<file path="src/hw/supply_supervisor_pkg.sv">
// package for the supply supervisor control block
// assumes a single 200 MHz clock and an APB register bus
// Summary of operation
// - a zero level select turns the monitor off, any of the 15 non-zero codes turns it on.
// - the monitor-active bit only reports state, writing it never starts the monitor.
// - level code 1111 routes the external sense input against the internal reference.
// - a low-voltage report from the comparator sets the low-voltage flag.
// - with reset-on-low set a set flag raises a power-on reset, otherwise only the flag.
// - the flag stays set after the condition goes away until software clears it.
// - clearing the flag while the condition persists sets it again at once.
// - going from zero to a non-zero level starts a settling delay of about 50 us.
// - during the settling delay the flag, the reset and monitor-active are held off.
// - when the delay ends monitor-active is set.
// - any write to the control register while monitor-active is zero ends the delay.
// - a change between two non-zero levels applies no delay and keeps flag and reset live.
// - reset leaves the monitor off with the level select cleared.
// - level select is bits 7 to 4 of the byte-wide control register at 055h.
package supply_supervisor_pkg;
    // register map, printed offset kept as index, byte address is four times it
    localparam logic [7:0]  ctl_index      = 8'h55;
    localparam logic [11:0] ctl_addr       = {2'b00, ctl_index, 2'b00};
    // field positions of the control register
    localparam int          level_lsb      = 4;
    localparam int          reset_on_bit   = 3;
    localparam int          active_bit     = 2;
    localparam int          comp_bit       = 1;
    localparam int          flag_bit       = 0;
    localparam logic [3:0]  level_off      = 4'h0;
    localparam logic [3:0]  level_external = 4'hF;
    localparam logic [7:0]  ctl_reset      = 8'h00;
    // settling delay
    localparam int          clk_mhz        = 200;
    localparam int          settle_us      = 50;
    localparam int          settle_cycles  = settle_us * clk_mhz;

    typedef struct packed {
        logic [3:0] level_select;
        logic       reset_on_low;
    } ctl_t;

    typedef enum logic [1:0] {st_off, st_settle, st_active} mon_state_t;
endpackage : supply_supervisor_pkg

</file>
<file path="src/hw/supply_supervisor.sv">
// supply supervisor control logic with an APB register slave
// assumes the comparator output is asynchronous and the analog side
// obeys level_sel and source_external to pick its threshold
//
// Implementation choices: the APB interface to the registers and the address map.
`timescale 1ns/1ps
module supply_supervisor #(
    parameter int SETTLE_CYCLES = supply_supervisor_pkg::settle_cycles  // settling delay count
) (
    input  wire logic        pclk,              // system clock
    input  wire logic        presetn,           // brownout reset, active low
    input  wire logic        psel,              // apb select
    input  wire logic        penable,           // apb enable
    input  wire logic        pwrite,            // apb direction
    input  wire logic [11:0] paddr,             // apb byte address
    input  wire logic [31:0] pwdata,            // apb write data
    output logic      [31:0] prdata,            // apb read data
    output logic             pready,            // apb ready
    output logic             pslverr,           // apb error
    input  wire logic        comparator_output, // async low-voltage from comparator
    output logic      [3:0]  level_sel,         // threshold code to analog side
    output logic             monitor_enable,    // analog monitor power
    output logic             source_external,   // compare external sense input
    output logic             por_request        // power-on reset request
);
    import supply_supervisor_pkg::*;

    initial begin
        if (SETTLE_CYCLES < 1 || SETTLE_CYCLES > 1000000) begin
            $error("SETTLE_CYCLES out of range");
        end
    end

    // ------------------------------------------------------------
    // state
    // ------------------------------------------------------------
    ctl_t       ctl;
    mon_state_t state;
    logic [19:0] settle_cnt;
    logic       sync_a;
    logic       sync_b;
    logic       low_voltage_flag;

    logic       setup;
    logic       hit;
    logic       wr_ctl;
    logic [3:0] new_level;

    assign setup     = psel && !penable;
    assign hit       = paddr == ctl_addr;
    assign wr_ctl    = psel && penable && pready && pwrite && hit;
    assign new_level = pwdata[level_lsb +: 4];

    // ------------------------------------------------------------
    // comparator synchroniser
    // ------------------------------------------------------------
    // first stage read only by the second
    always_ff @(posedge pclk or negedge presetn) begin
        if (!presetn) begin
            sync_a <= 1'b0;
            sync_b <= 1'b0;
        end else begin
            sync_a <= comparator_output;
            sync_b <= sync_a;
        end
    end

    // ------------------------------------------------------------
    // control register
    // ------------------------------------------------------------
    // monitor-active is not stored from writes, only derived
    always_ff @(posedge pclk or negedge presetn) begin
        if (!presetn) begin
            ctl <= ctl_t'(ctl_reset[7:3]);
        end else if (wr_ctl) begin
            ctl.level_select <= new_level;
            ctl.reset_on_low <= pwdata[reset_on_bit];
        end
    end

    // settling sequencer
    always_ff @(posedge pclk or negedge presetn) begin
        if (!presetn) begin
            state      <= st_off;
            settle_cnt <= '0;
        end else begin
            case (state)
                st_off: begin
                    if (wr_ctl && new_level != level_off) begin
                        state      <= st_settle;
                        settle_cnt <= 20'(SETTLE_CYCLES - 1);
                    end
                end
                st_settle: begin
                    if (wr_ctl && new_level == level_off) begin
                        state <= st_off;
                    end else if (wr_ctl) begin
                        state <= st_active;
                    end else if (settle_cnt == '0) begin
                        state <= st_active;
                    end else begin
                        settle_cnt <= settle_cnt - 20'd1;
                    end
                end
                st_active: begin
                    // non-zero to non-zero stays active, no delay
                    if (wr_ctl && new_level == level_off) begin
                        state <= st_off;
                    end
                end
                default: state <= st_off;
            endcase
        end
    end

    // ------------------------------------------------------------
    // low-voltage flag and reset
    // ------------------------------------------------------------
    // set wins over a software clear in the same cycle
    always_ff @(posedge pclk or negedge presetn) begin
        if (!presetn) begin
            low_voltage_flag <= 1'b0;
        end else if (state == st_active && sync_b) begin
            low_voltage_flag <= 1'b1;
        end else if (wr_ctl && !pwdata[flag_bit]) begin
            low_voltage_flag <= 1'b0;
        end
    end

    // reset request follows the flag while armed and active
    always_ff @(posedge pclk or negedge presetn) begin
        if (!presetn) begin
            por_request <= 1'b0;
        end else begin
            por_request <= ctl.reset_on_low && low_voltage_flag
                           && state == st_active;
        end
    end

    // analog control outputs
    always_ff @(posedge pclk or negedge presetn) begin
        if (!presetn) begin
            level_sel       <= level_off;
            monitor_enable  <= 1'b0;
            source_external <= 1'b0;
        end else begin
            level_sel       <= ctl.level_select;
            monitor_enable  <= ctl.level_select != level_off;
            source_external <= ctl.level_select == level_external;
        end
    end

    // ------------------------------------------------------------
    // apb slave, no wait states: ready in the first access cycle
    // ------------------------------------------------------------
    always_ff @(posedge pclk or negedge presetn) begin
        if (!presetn) begin
            pready  <= 1'b0;
            pslverr <= 1'b0;
            prdata  <= 32'h0000_0000;
        end else begin
            pready  <= setup;
            pslverr <= setup && !hit;
            if (setup && hit && !pwrite) begin
                prdata <= {24'h00_0000, ctl.level_select, ctl.reset_on_low,
                           state == st_active, sync_b, low_voltage_flag};
            end else begin
                prdata <= 32'h0000_0000;
            end
        end
    end
endmodule : supply_supervisor

</file>
<file path="config.mk">
export PLATFORM = sky130hd
export DESIGN_NAME = supply_supervisor
export DESIGN_NICKNAME = d
export VERILOG_FILES = /design/src/hw/supply_supervisor_pkg.sv /design/src/hw/supply_supervisor.sv
export SDC_FILE = /design/constraint.sdc
export NUM_CORES = 1
export LEC_CHECK = 0
export ABC_CLOCK_PERIOD_IN_PS = 3500
export BUFFER_PORTS_ARGS = -buffer_cell sky130_fd_sc_hd__buf_4
export CAP_MARGIN = 20
export CORE_MARGIN = 5
export CORE_UTILIZATION = 45
export DETAILED_ROUTE_END_ITERATION = 6
export PLACE_DENSITY_LB_ADDON = 0.2
export SLEW_MARGIN = 25
export SYNTH_ARGS = -nofsm -noshare
export SYNTH_HDL_FRONTEND = slang
export SYNTH_SLANG_ARGS = --single-unit
export TNS_END_PERCENT = 1
</file>
<file path="constraint.sdc">
create_clock -name pclk -period 3.5 [get_ports pclk]
set_input_delay 0.525 -clock pclk [delete_from_list [all_inputs] [get_ports pclk]]
set_output_delay 0.525 -clock pclk [all_outputs]
set_load 0.005 [all_outputs]
</file>
* Yosys cells after proc, flatten, opt, wreduce, memory -nomap -nowiden *
Index checks and enable logic that the tools add are counted.

storage, ports and cells
  flip-flop bits (word level) = 47
  bits in latches = 0
  memory bits (writable) = 0
  bits in read-only memories = 0
  input port bits = 50
  output and inout bits = 41
  word-level logic and storage cells = 66
  memories kept = 0

cells by class
  add/subtract/negate cells = 1
  multipliers = 0
  div/mod/pow operators = 0
  order comparisons = 0
  equality and inequality tests = 10
  shift-type cells = 0
  muxes and demuxes = 14
  bitwise gates (word level) = 0
  reduce and logical (&&, ||, !) cells = 27

operators with widths
  operator                                             number
  two-way mux 20 bit                                   4
  case mux 20 bit (2 select lines)                     1
  logical NOT 20 bit                                   1
  subtractor 20 x 1 -> 20 bit (second input constant)  1
  logical AND 1 bit                                    14
  == test 12 x 9 -> 1 bit (second input constant)      1
  two-way mux 2 bit                                    5
  inequality test 2 bit (second input constant)        5
  two-way mux 8 bit                                    1
  nonzero test 4 bit                                   2
  case mux 2 bit (3 select lines)                      1
  AND reduction 5 bit                                  1
  == test 4 bit (second input constant)                1
  logical NOT 1 bit                                    4
  logical NOT 4 bit                                    1
  inequality test 4 bit (second input constant)        1
  nonzero test 2 bit                                   2
  AND reduction 3 bit                                  1
  == test 2 x 1 -> 1 bit (second input constant)       1
  == test 2 bit (second input constant)                1
  logical NOT 2 bit                                    1
  two-way mux 1 bit                                    2

* Logic depth before layout (Yosys ltp) *
Gate-level depths: netlist of the first run.

  depth after elaboration = 7
  mapped depth = 8
  gate-level depth less buffers = 7

* Worst setup path before layout of the first run *
No wires, ideal clock.

  path type = register to register
  start point = register settle_cnt[4]
  end point = register settle_cnt[10]
  setup time = 0.120 ns
  data arrival time = 2.339 ns
  required time = 3.380 ns
  slack = 1.041 ns
  cell stages (with the launch flop) = 8
  path buffers = 2
  period minus slack after synthesis = 2.459 ns
  cell sequence = dfrtp_1 -> or4_1 -> buf_2 -> or4_4 -> or3_1 -> clkbuf_2 -> or3_1 -> o211a_1

on the way
  longest elaborated chain between the ends = 5
  elaborated cells between the ends (all ways) = 8
  those cells by class = add/sub (1); eq/ne (1); mux (4); reduce/logical (2)

ends and longest elaborated chain
  item                              line                      source
  start, declared                   supply_supervisor.sv:39   logic [19:0] settle_cnt;
  start signal, assigned            supply_supervisor.sv:91   settle_cnt <= 20'(SETTLE_CYCLES - 1);
  start signal, assigned            supply_supervisor.sv:102  settle_cnt <= settle_cnt - 20'd1;
  subtractor 20 x 1 -> 20 bit       supply_supervisor.sv:102
  two-way mux 20 bit                supply_supervisor.sv:99   end else if (settle_cnt == '0) begin
  two-way mux 20 bit                supply_supervisor.sv:97   end else if (wr_ctl) begin
  two-way mux 20 bit                supply_supervisor.sv:95   if (wr_ctl && new_level == level_off) begin
  case mux 20 bit (2 select lines)  supply_supervisor.sv:87   case (state)

Parallel ways exist; a longest one is shown, timed or not. The select of a mux whose other input is x is not followed.
A chain may end at the register's enable or synchronous reset.

* Final worst setup path of the first run *
  start point = register settle_cnt[4]
  end point = register settle_cnt[0]

on the way
  longest elaborated chain between the ends = 3

ends and longest elaborated chain
  item                             line
  logical NOT 20 bit               supply_supervisor.sv:99
  inequality test 2 bit (no line)  n/a
  AND reduction 5 bit (no line)    n/a

Every way passes these cells.

==> qor.yml, run 1 <==
timing:
  rsz0062_at_grt: "no"
  min_period_ns: 2.83
  clock.fmax_mhz: 353
  finalMaxSlewViolations: 0
  hold_viol: 0
  fin_ws_ns: 0.668
  relSlewSlack: 0.501
  setup_violations: 0
  worst_pin_slew_ns: 0.743
  fin_crit_sh: 0.809
  fin_skew_ns: 0.00944
  setup-tns-final_ns: 0
clock_network:
  clockBufferDepth: 2
  postCtsSetupRepairBufs: 0
  cts-resized-gates: 0
  clkLatencyLatePin_ns: 0.30
  cts.sinks: 47
  cts-buffers-inserted: 5
  hold_buffers: 0
  path_clk_slew_ns: 0.09
  h-tree-depth: 2
  tritoncts: "done"
  root_buffer: "clkbuf_8"
drt:
  wl_per_cell_um: 13.6
  drtIter0Drc: 51
  met3_length_um: 188
  routed_wl_um: 4270
  dr_wl_met2_um: 2140
  ant_nets: 0
  route.vias.total: 1625
  dr.pass1.iters: 4
  viasPerCell: 5.16
  wl_met1_um: 1880
  top_layer: "met4"
  drc: 0
synth:
  yosysTopAreaCell: "dfrtp_1"
  synth.avg_cell_area_um2: 10.7
  ys_seq_area_frac: 0.531
  async_reset_ff_frac: 1.00
  synth-edff-count: 0
  synth_warnings: 0
  synth_top_cell_area_share: 0.531
  ys_types: 38
  syn_area_um2: 2220
  yosys_register_bits: 47
  synth_top_cells_by_area: "dfrtp_1 53%, buf_4 8.1%, nand2_1 4.4%"
  netlist_instances: 207
  synth_ff_type: "dfrtp_1"
cells_and_area:
  nFillCells: 438
  final_cell_area_um2: 2580
  drive_gt1_frac: 0.214
  n_antenna_cell: 0
  finalNonFillerCells: 315
  fin_nets: 299
  area_growth_pct: 16.3
worst_setup_path:
  worstSetupPathType: "reg2reg"
  crit_path_cell_trace: "or4_1, or3_2, o2111ai_2, nand2_1, mux2_2"
  worst_ep_arrival_time_ns: 3.02
  max_stage_delay_ns: 0.64
  path_delay_family: "simple AND/OR/NAND/NOR gates"
  cp.required_ns: 3.69
  slowest_stage: "or4_1"
  path_max_fanout: 18
  cp-startpoint: "settle_cnt[4]"
  crit_buf_inv: 0
  startpoint_type: "register"
  reg2reg_from: "settle_cnt[4]"
  critPathCaptureType: "register"
power:
  p_per_area_nw_per_um2: 361
  leakagePower_nw: 1.29
  total_power_mw: 0.930
  ir_drop_uv: 304
grt:
  antenna_found_initial: 0
  grt_first_pass_wirelength_um: 7290
  grt_start_max_net_pins: 48
  grt_pass1_vias: 1604
  grt_use_total: 0.144
  grt_overflow: 0
min_path:
  hold_class: "in2async"
place:
  place_congestion: 0.815
  post-place-ws_ns: 0.561
  place_area_um2: 2480
  port_buffers: 40
  post-place-cells: 307
  detailed_place_hpwl_um: 3220
floorplanning:
  die-area_um2: 6430
  core-area_um2: 4750
  start_util: 0.466
  rows: 25
  ios: 91
  die_h_um: 80.2
  die_w_um: 80.2
run_status:
  outcome: "complete, no violations"
run:
  cap_violations: 0
flip-flops by register name, indices dropped and copies added (netlist names):
name              count
sync_a                1
prdata                8
level_sel             4
state                 2
pready                1
monitor_enable        1
ctl                   5
sync_b                1
pslverr               1
settle_cnt           20
por_request           1
low_voltage_flag      1
source_external       1
cell usage after synthesis (3+ instances only):
| cell type | count |
|---|---|
| nor4_1 | 7 |
| nor2_1 | 7 |
| o31ai_1 | 3 |
| clkbuf_1 | 3 |
| dfrtp_1 | 47 |
| inv_1 | 5 |
| and2_1 | 8 |
| nand2_1 | 26 |
| nor3_1 | 6 |
| mux2i_1 | 8 |
| o311ai_0 | 5 |
| or4_1 | 6 |
| buf_4 | 24 |
| o41ai_1 | 5 |
| or3_1 | 4 |
| nand4_1 | 3 |
| o21ai_0 | 6 |
| o211ai_1 | 3 |
| nor2b_1 | 3 |
| nor4b_1 | 3 |
cell families after synthesis:
kind of cell,count (synthesis),synth area share
simple gates,85,0.213
flops,47,0.531
buf+inv,35,0.102
compound gates,27,0.0954
mux,10,0.0463
fa+ha+maj,2,0.0113
other cells,1,0.00169
path summary, 6_finish.rpt:
kind	depth (start not counted)	slack, ns	endpoint
worst max-delay path	5	0.67	settle_cnt[0]
worst min-delay path	1	0.21	pready
min in group pclk	1	0.32	sync_a
worst max register to register	5	0.67	settle_cnt[0]
max in group asynchronous	1	2.90	settle_cnt[8]
worst min register to register	0	0.36	sync_b
metrics by stage:
stage	util	hold WS (ns)
global route	0.542	0.246
detailed placement	0.522	0.343
floorplan	-	0.229
global placement	0.522	0.338
finish	0.542	0.209
CTS	0.542	0.226
routing by layer:
layer | GRT usage | up-vias
met5 | 0 | -
met3 | 0.0213 | 4
met1 | 0.175 | 799
met4 | 0.0557 | 0
met2 | 0.255 | 41
li1 | - | 781
cell usage in the layout (no fill, tap or decap), types with 3 or more instances in the layout:
cell	n
dfrtp_1	47
buf_4	40
nand2_1	26
conb_1	24
and2_1	8
mux2i_1	8
nor2_1	7
nor4_1	7
nor3_1	6
or4_1	6
o21ai_0	6
inv_1	5
o311ai_0	5
o41ai_1	5
clkbuf_8	5
or3_1	4
nor4b_1	3
nand4_1	3
o211ai_1	3
nor2b_1	3
o31ai_1	3
final cells by class:
type | count | area, um2 | area share
Clock buffer | 5 | 68.8 | 0.0267
Clock inverter | 3 | 27.5 | 0.0107
Inverter | 5 | 18.8 | 0.00729
Multi-Input combinational cell | 148 | 901 | 0.350
Sequential cell | 47 | 1180 | 0.457
Tap cell | 67 | 83.8 | 0.0325
Timing Repair Buffer | 40 | 300 | 0.117
power breakdown:
part | internal, mW | leakage [nW] | switching (mW)
Clock | 0.148 | 0.0467 | 0.193
Sequential | 0.545 | 0.634 | 0.00116
Combinational | 0.0195 | 0.607 | 0.0236
Power figures use the tool's default switching activity.
==> run 2: changes to the inputs <==
- ABC_CLOCK_PERIOD_IN_PS: 3500 -> 2500
- CORE_UTILIZATION: 45 -> 43
- clock period: 3.5 -> 2.5 ns (I/O delays scaled with it)
==> qor.yml, run 2 (same netlist as run 1, synthesis figures left out) <==
timing:
  hold_viol: 0  # unchanged
  relSlewSlack: 0.550  # +0.0492
  rsz0062_at_grt: "no"
  fin_skew_ns: 0.00587  # -0.00357 ns
  finalMaxSlewViolations: 0  # unchanged
  setup_violations: 0  # unchanged
  worst_pin_slew_ns: 0.674  # -0.0687 ns
  fin_crit_sh: 0.966  # +0.157
  clock.fmax_mhz: 414  # +17%
  setup-tns-final_ns: 0  # unchanged
  min_period_ns: 2.41  # -0.418 ns
cells_and_area:
  final_common_cell: "buf_4"
  finalNonFillerCells: 338  # +7.3%
  fin_nets: 319  # +6.7%
  area_growth_pct: 23.9
  largest_register_ffs: 20  # unchanged
  drive_gt1_frac: 0.276  # +0.0624
  top_regs: "settle_cnt x20, prdata x8, ctl x5"
  n_antenna_cell: 0  # unchanged
  layout_common_cells: "60 x buf_4, 47 x dfrtp_1, 26 x nand2_1, 24 x conb_1"
  regMostFlops: "settle_cnt"
  final_cell_area_um2: 2750  # +6.6%
worst_setup_path:
  regToRegSetupSlack_ns: 0.09  # -0.58 ns
  worstSetupPathType: "reg2reg"
  critPathCaptureType: "register"
  cp-startpoint: "settle_cnt[5]"
  worst_ep_arrival_time_ns: 2.59  # -0.43 ns
  path_max_fanout: 7  # -11
  startpoint_type: "register"
  cp.required_ns: 2.68  # -1.01 ns
  reg2reg_from: "settle_cnt[5]"
run_status:
  outcome: "complete, no violations"
floorplanning:
  die-area_um2: 6690  # +4.1%
  die_w_um: 81.8  # +2.0%
  start_util: 0.439  # -0.0266
  core-area_um2: 5040  # +6.1%
  ios: 91  # unchanged
  die_h_um: 81.8  # +2.0%
  rows: 26  # +4.0%
place:
  post-place-cells: 330  # +7.5%
  place_congestion: 0.803  # -1.4%
  place_area_um2: 2630  # +6.2%
  port_buffers: 40  # unchanged
  detailed_place_hpwl_um: 3420  # +6.3%
clock_network:
  clockBufferDepth: 2  # unchanged
  cts-buffers-inserted: 5  # unchanged
  path_clk_slew_ns: 0.10  # about the same
  tritoncts: "done"
  root_buffer: "clkbuf_8"
  clkLatencyLatePin_ns: 0.30  # about the same
  h-tree-depth: 2  # unchanged
  cts.sinks: 47  # unchanged
power:
  p_sw_mw: 0.327  # +50%
  netSwitchingFraction: 0.246  # +0.0123
  p_int_mw: 1.00  # +40%
  p_per_area_nw_per_um2: 483  # +34%
  leakagePower_nw: 1.39  # +7.7%
  p_seq_frac: 0.576  # -0.011
  total_power_mw: 1.33  # +43%
  p_comb_frac: 0.047  # about the same
  power.share.clock: 0.377  # +0.010
  ir_drop_uv: 260  # -15%
drt:
  viasPerCell: 4.98  # -3.5%
  drtIter0Drc: 49  # -3.9%
  ant_nets: 0  # unchanged
  route.vias.total: 1682  # +3.5%
  drc: 0  # unchanged
  wl_per_cell_um: 13.6  # +0.26%
  routed_wl_um: 4600  # +7.6%
  dr.pass1.iters: 4  # unchanged
grt:
  grt_pass1_vias: 1726  # +7.6%
  grt_first_pass_wirelength_um: 7890  # +8.1%
  grt_start_max_net_pins: 48  # unchanged
  grt_overflow: 0  # unchanged
  grt_use_total: 0.153  # +0.00924
  antenna_found_initial: 0  # unchanged
run:
  cap_violations: 0  # unchanged
min_path:
  hold_class: "in2async"
==> run 2: stage by stage <==
stage | utilization | hold slack, ns | worst slack [ns]
final | 0.545 | 0.0543 | 0.0851
after global routing | 0.545 | 0.109 | 0.00890
after CTS | 0.541 | 0.0836 | 0.0150
after detailed placement | 0.522 | 0.346 | 0.0352
after global placement | 0.522 | 0.339 | 0.0653
after floorplan | - | 0.0794 | 0.0411
==> run 2: final timing paths <==
kind / end / cells past startpoint
setup / recovery: settle_cnt[18] / 5
hold / removal: prdata[0] / 1
setup reg to reg: settle_cnt[18] / 5
hold reg to reg: sync_b / 0
max in group asynchronous: settle_cnt[14] / 1
min in group pclk: sync_a / 1
==> run 2: routing by layer <==
metal  vias to the layer above  global-route usage  wire length [um]  part of all wire
met3                         2              0.0351               201             0.044
li1                        825                   -                 -                 -
met1                       806               0.187              2050              0.45
met5                         -                   0                 0                 0
met4                         0              0.0515                41            0.0089
met2                        49               0.265              2300              0.50
==> run 2: power groups by stage <==
stage          sequential (mW)  clock [mW]  combinational, mW
3_5_place_dp             0.779           0             0.0632
2_1_floorplan            0.779           0             0.0403
5_1_grt                  0.765       0.549             0.0721
4_1_cts                  0.764       0.511             0.0633
3_3_place_gp             0.779           0             0.0619
6_report                 0.764       0.500             0.0626
==> run 2: area by class of cell <==
| cell class | count | area (um2) |
|---|---|---|
| fillers | 461 | 2300 |
| flip-flops and latches | 47 | 1180 |
| multi-input cells | 148 | 917 |
| repair buffers | 60 | 450 |
| well taps | 70 | 87.6 |
| clock buffers | 5 | 68.8 |
| clock inverters | 3 | 27.5 |
| inverters | 5 | 18.8 |
==> run 2: repair_timing <==
action,in CTS,in global routing
hold buffers,0,0
setup buffers,0,0
setup endpoints to repair,0,5
gates resized for setup,0,3
==> run 2: critical path, cell delays in order (launching register included) <==
cell      delay [ns]
dfrtp_1         0.41
or4_1           0.57
or4_4           0.45
or3_4           0.39
o311ai_0        0.34
o41ai_1         0.13
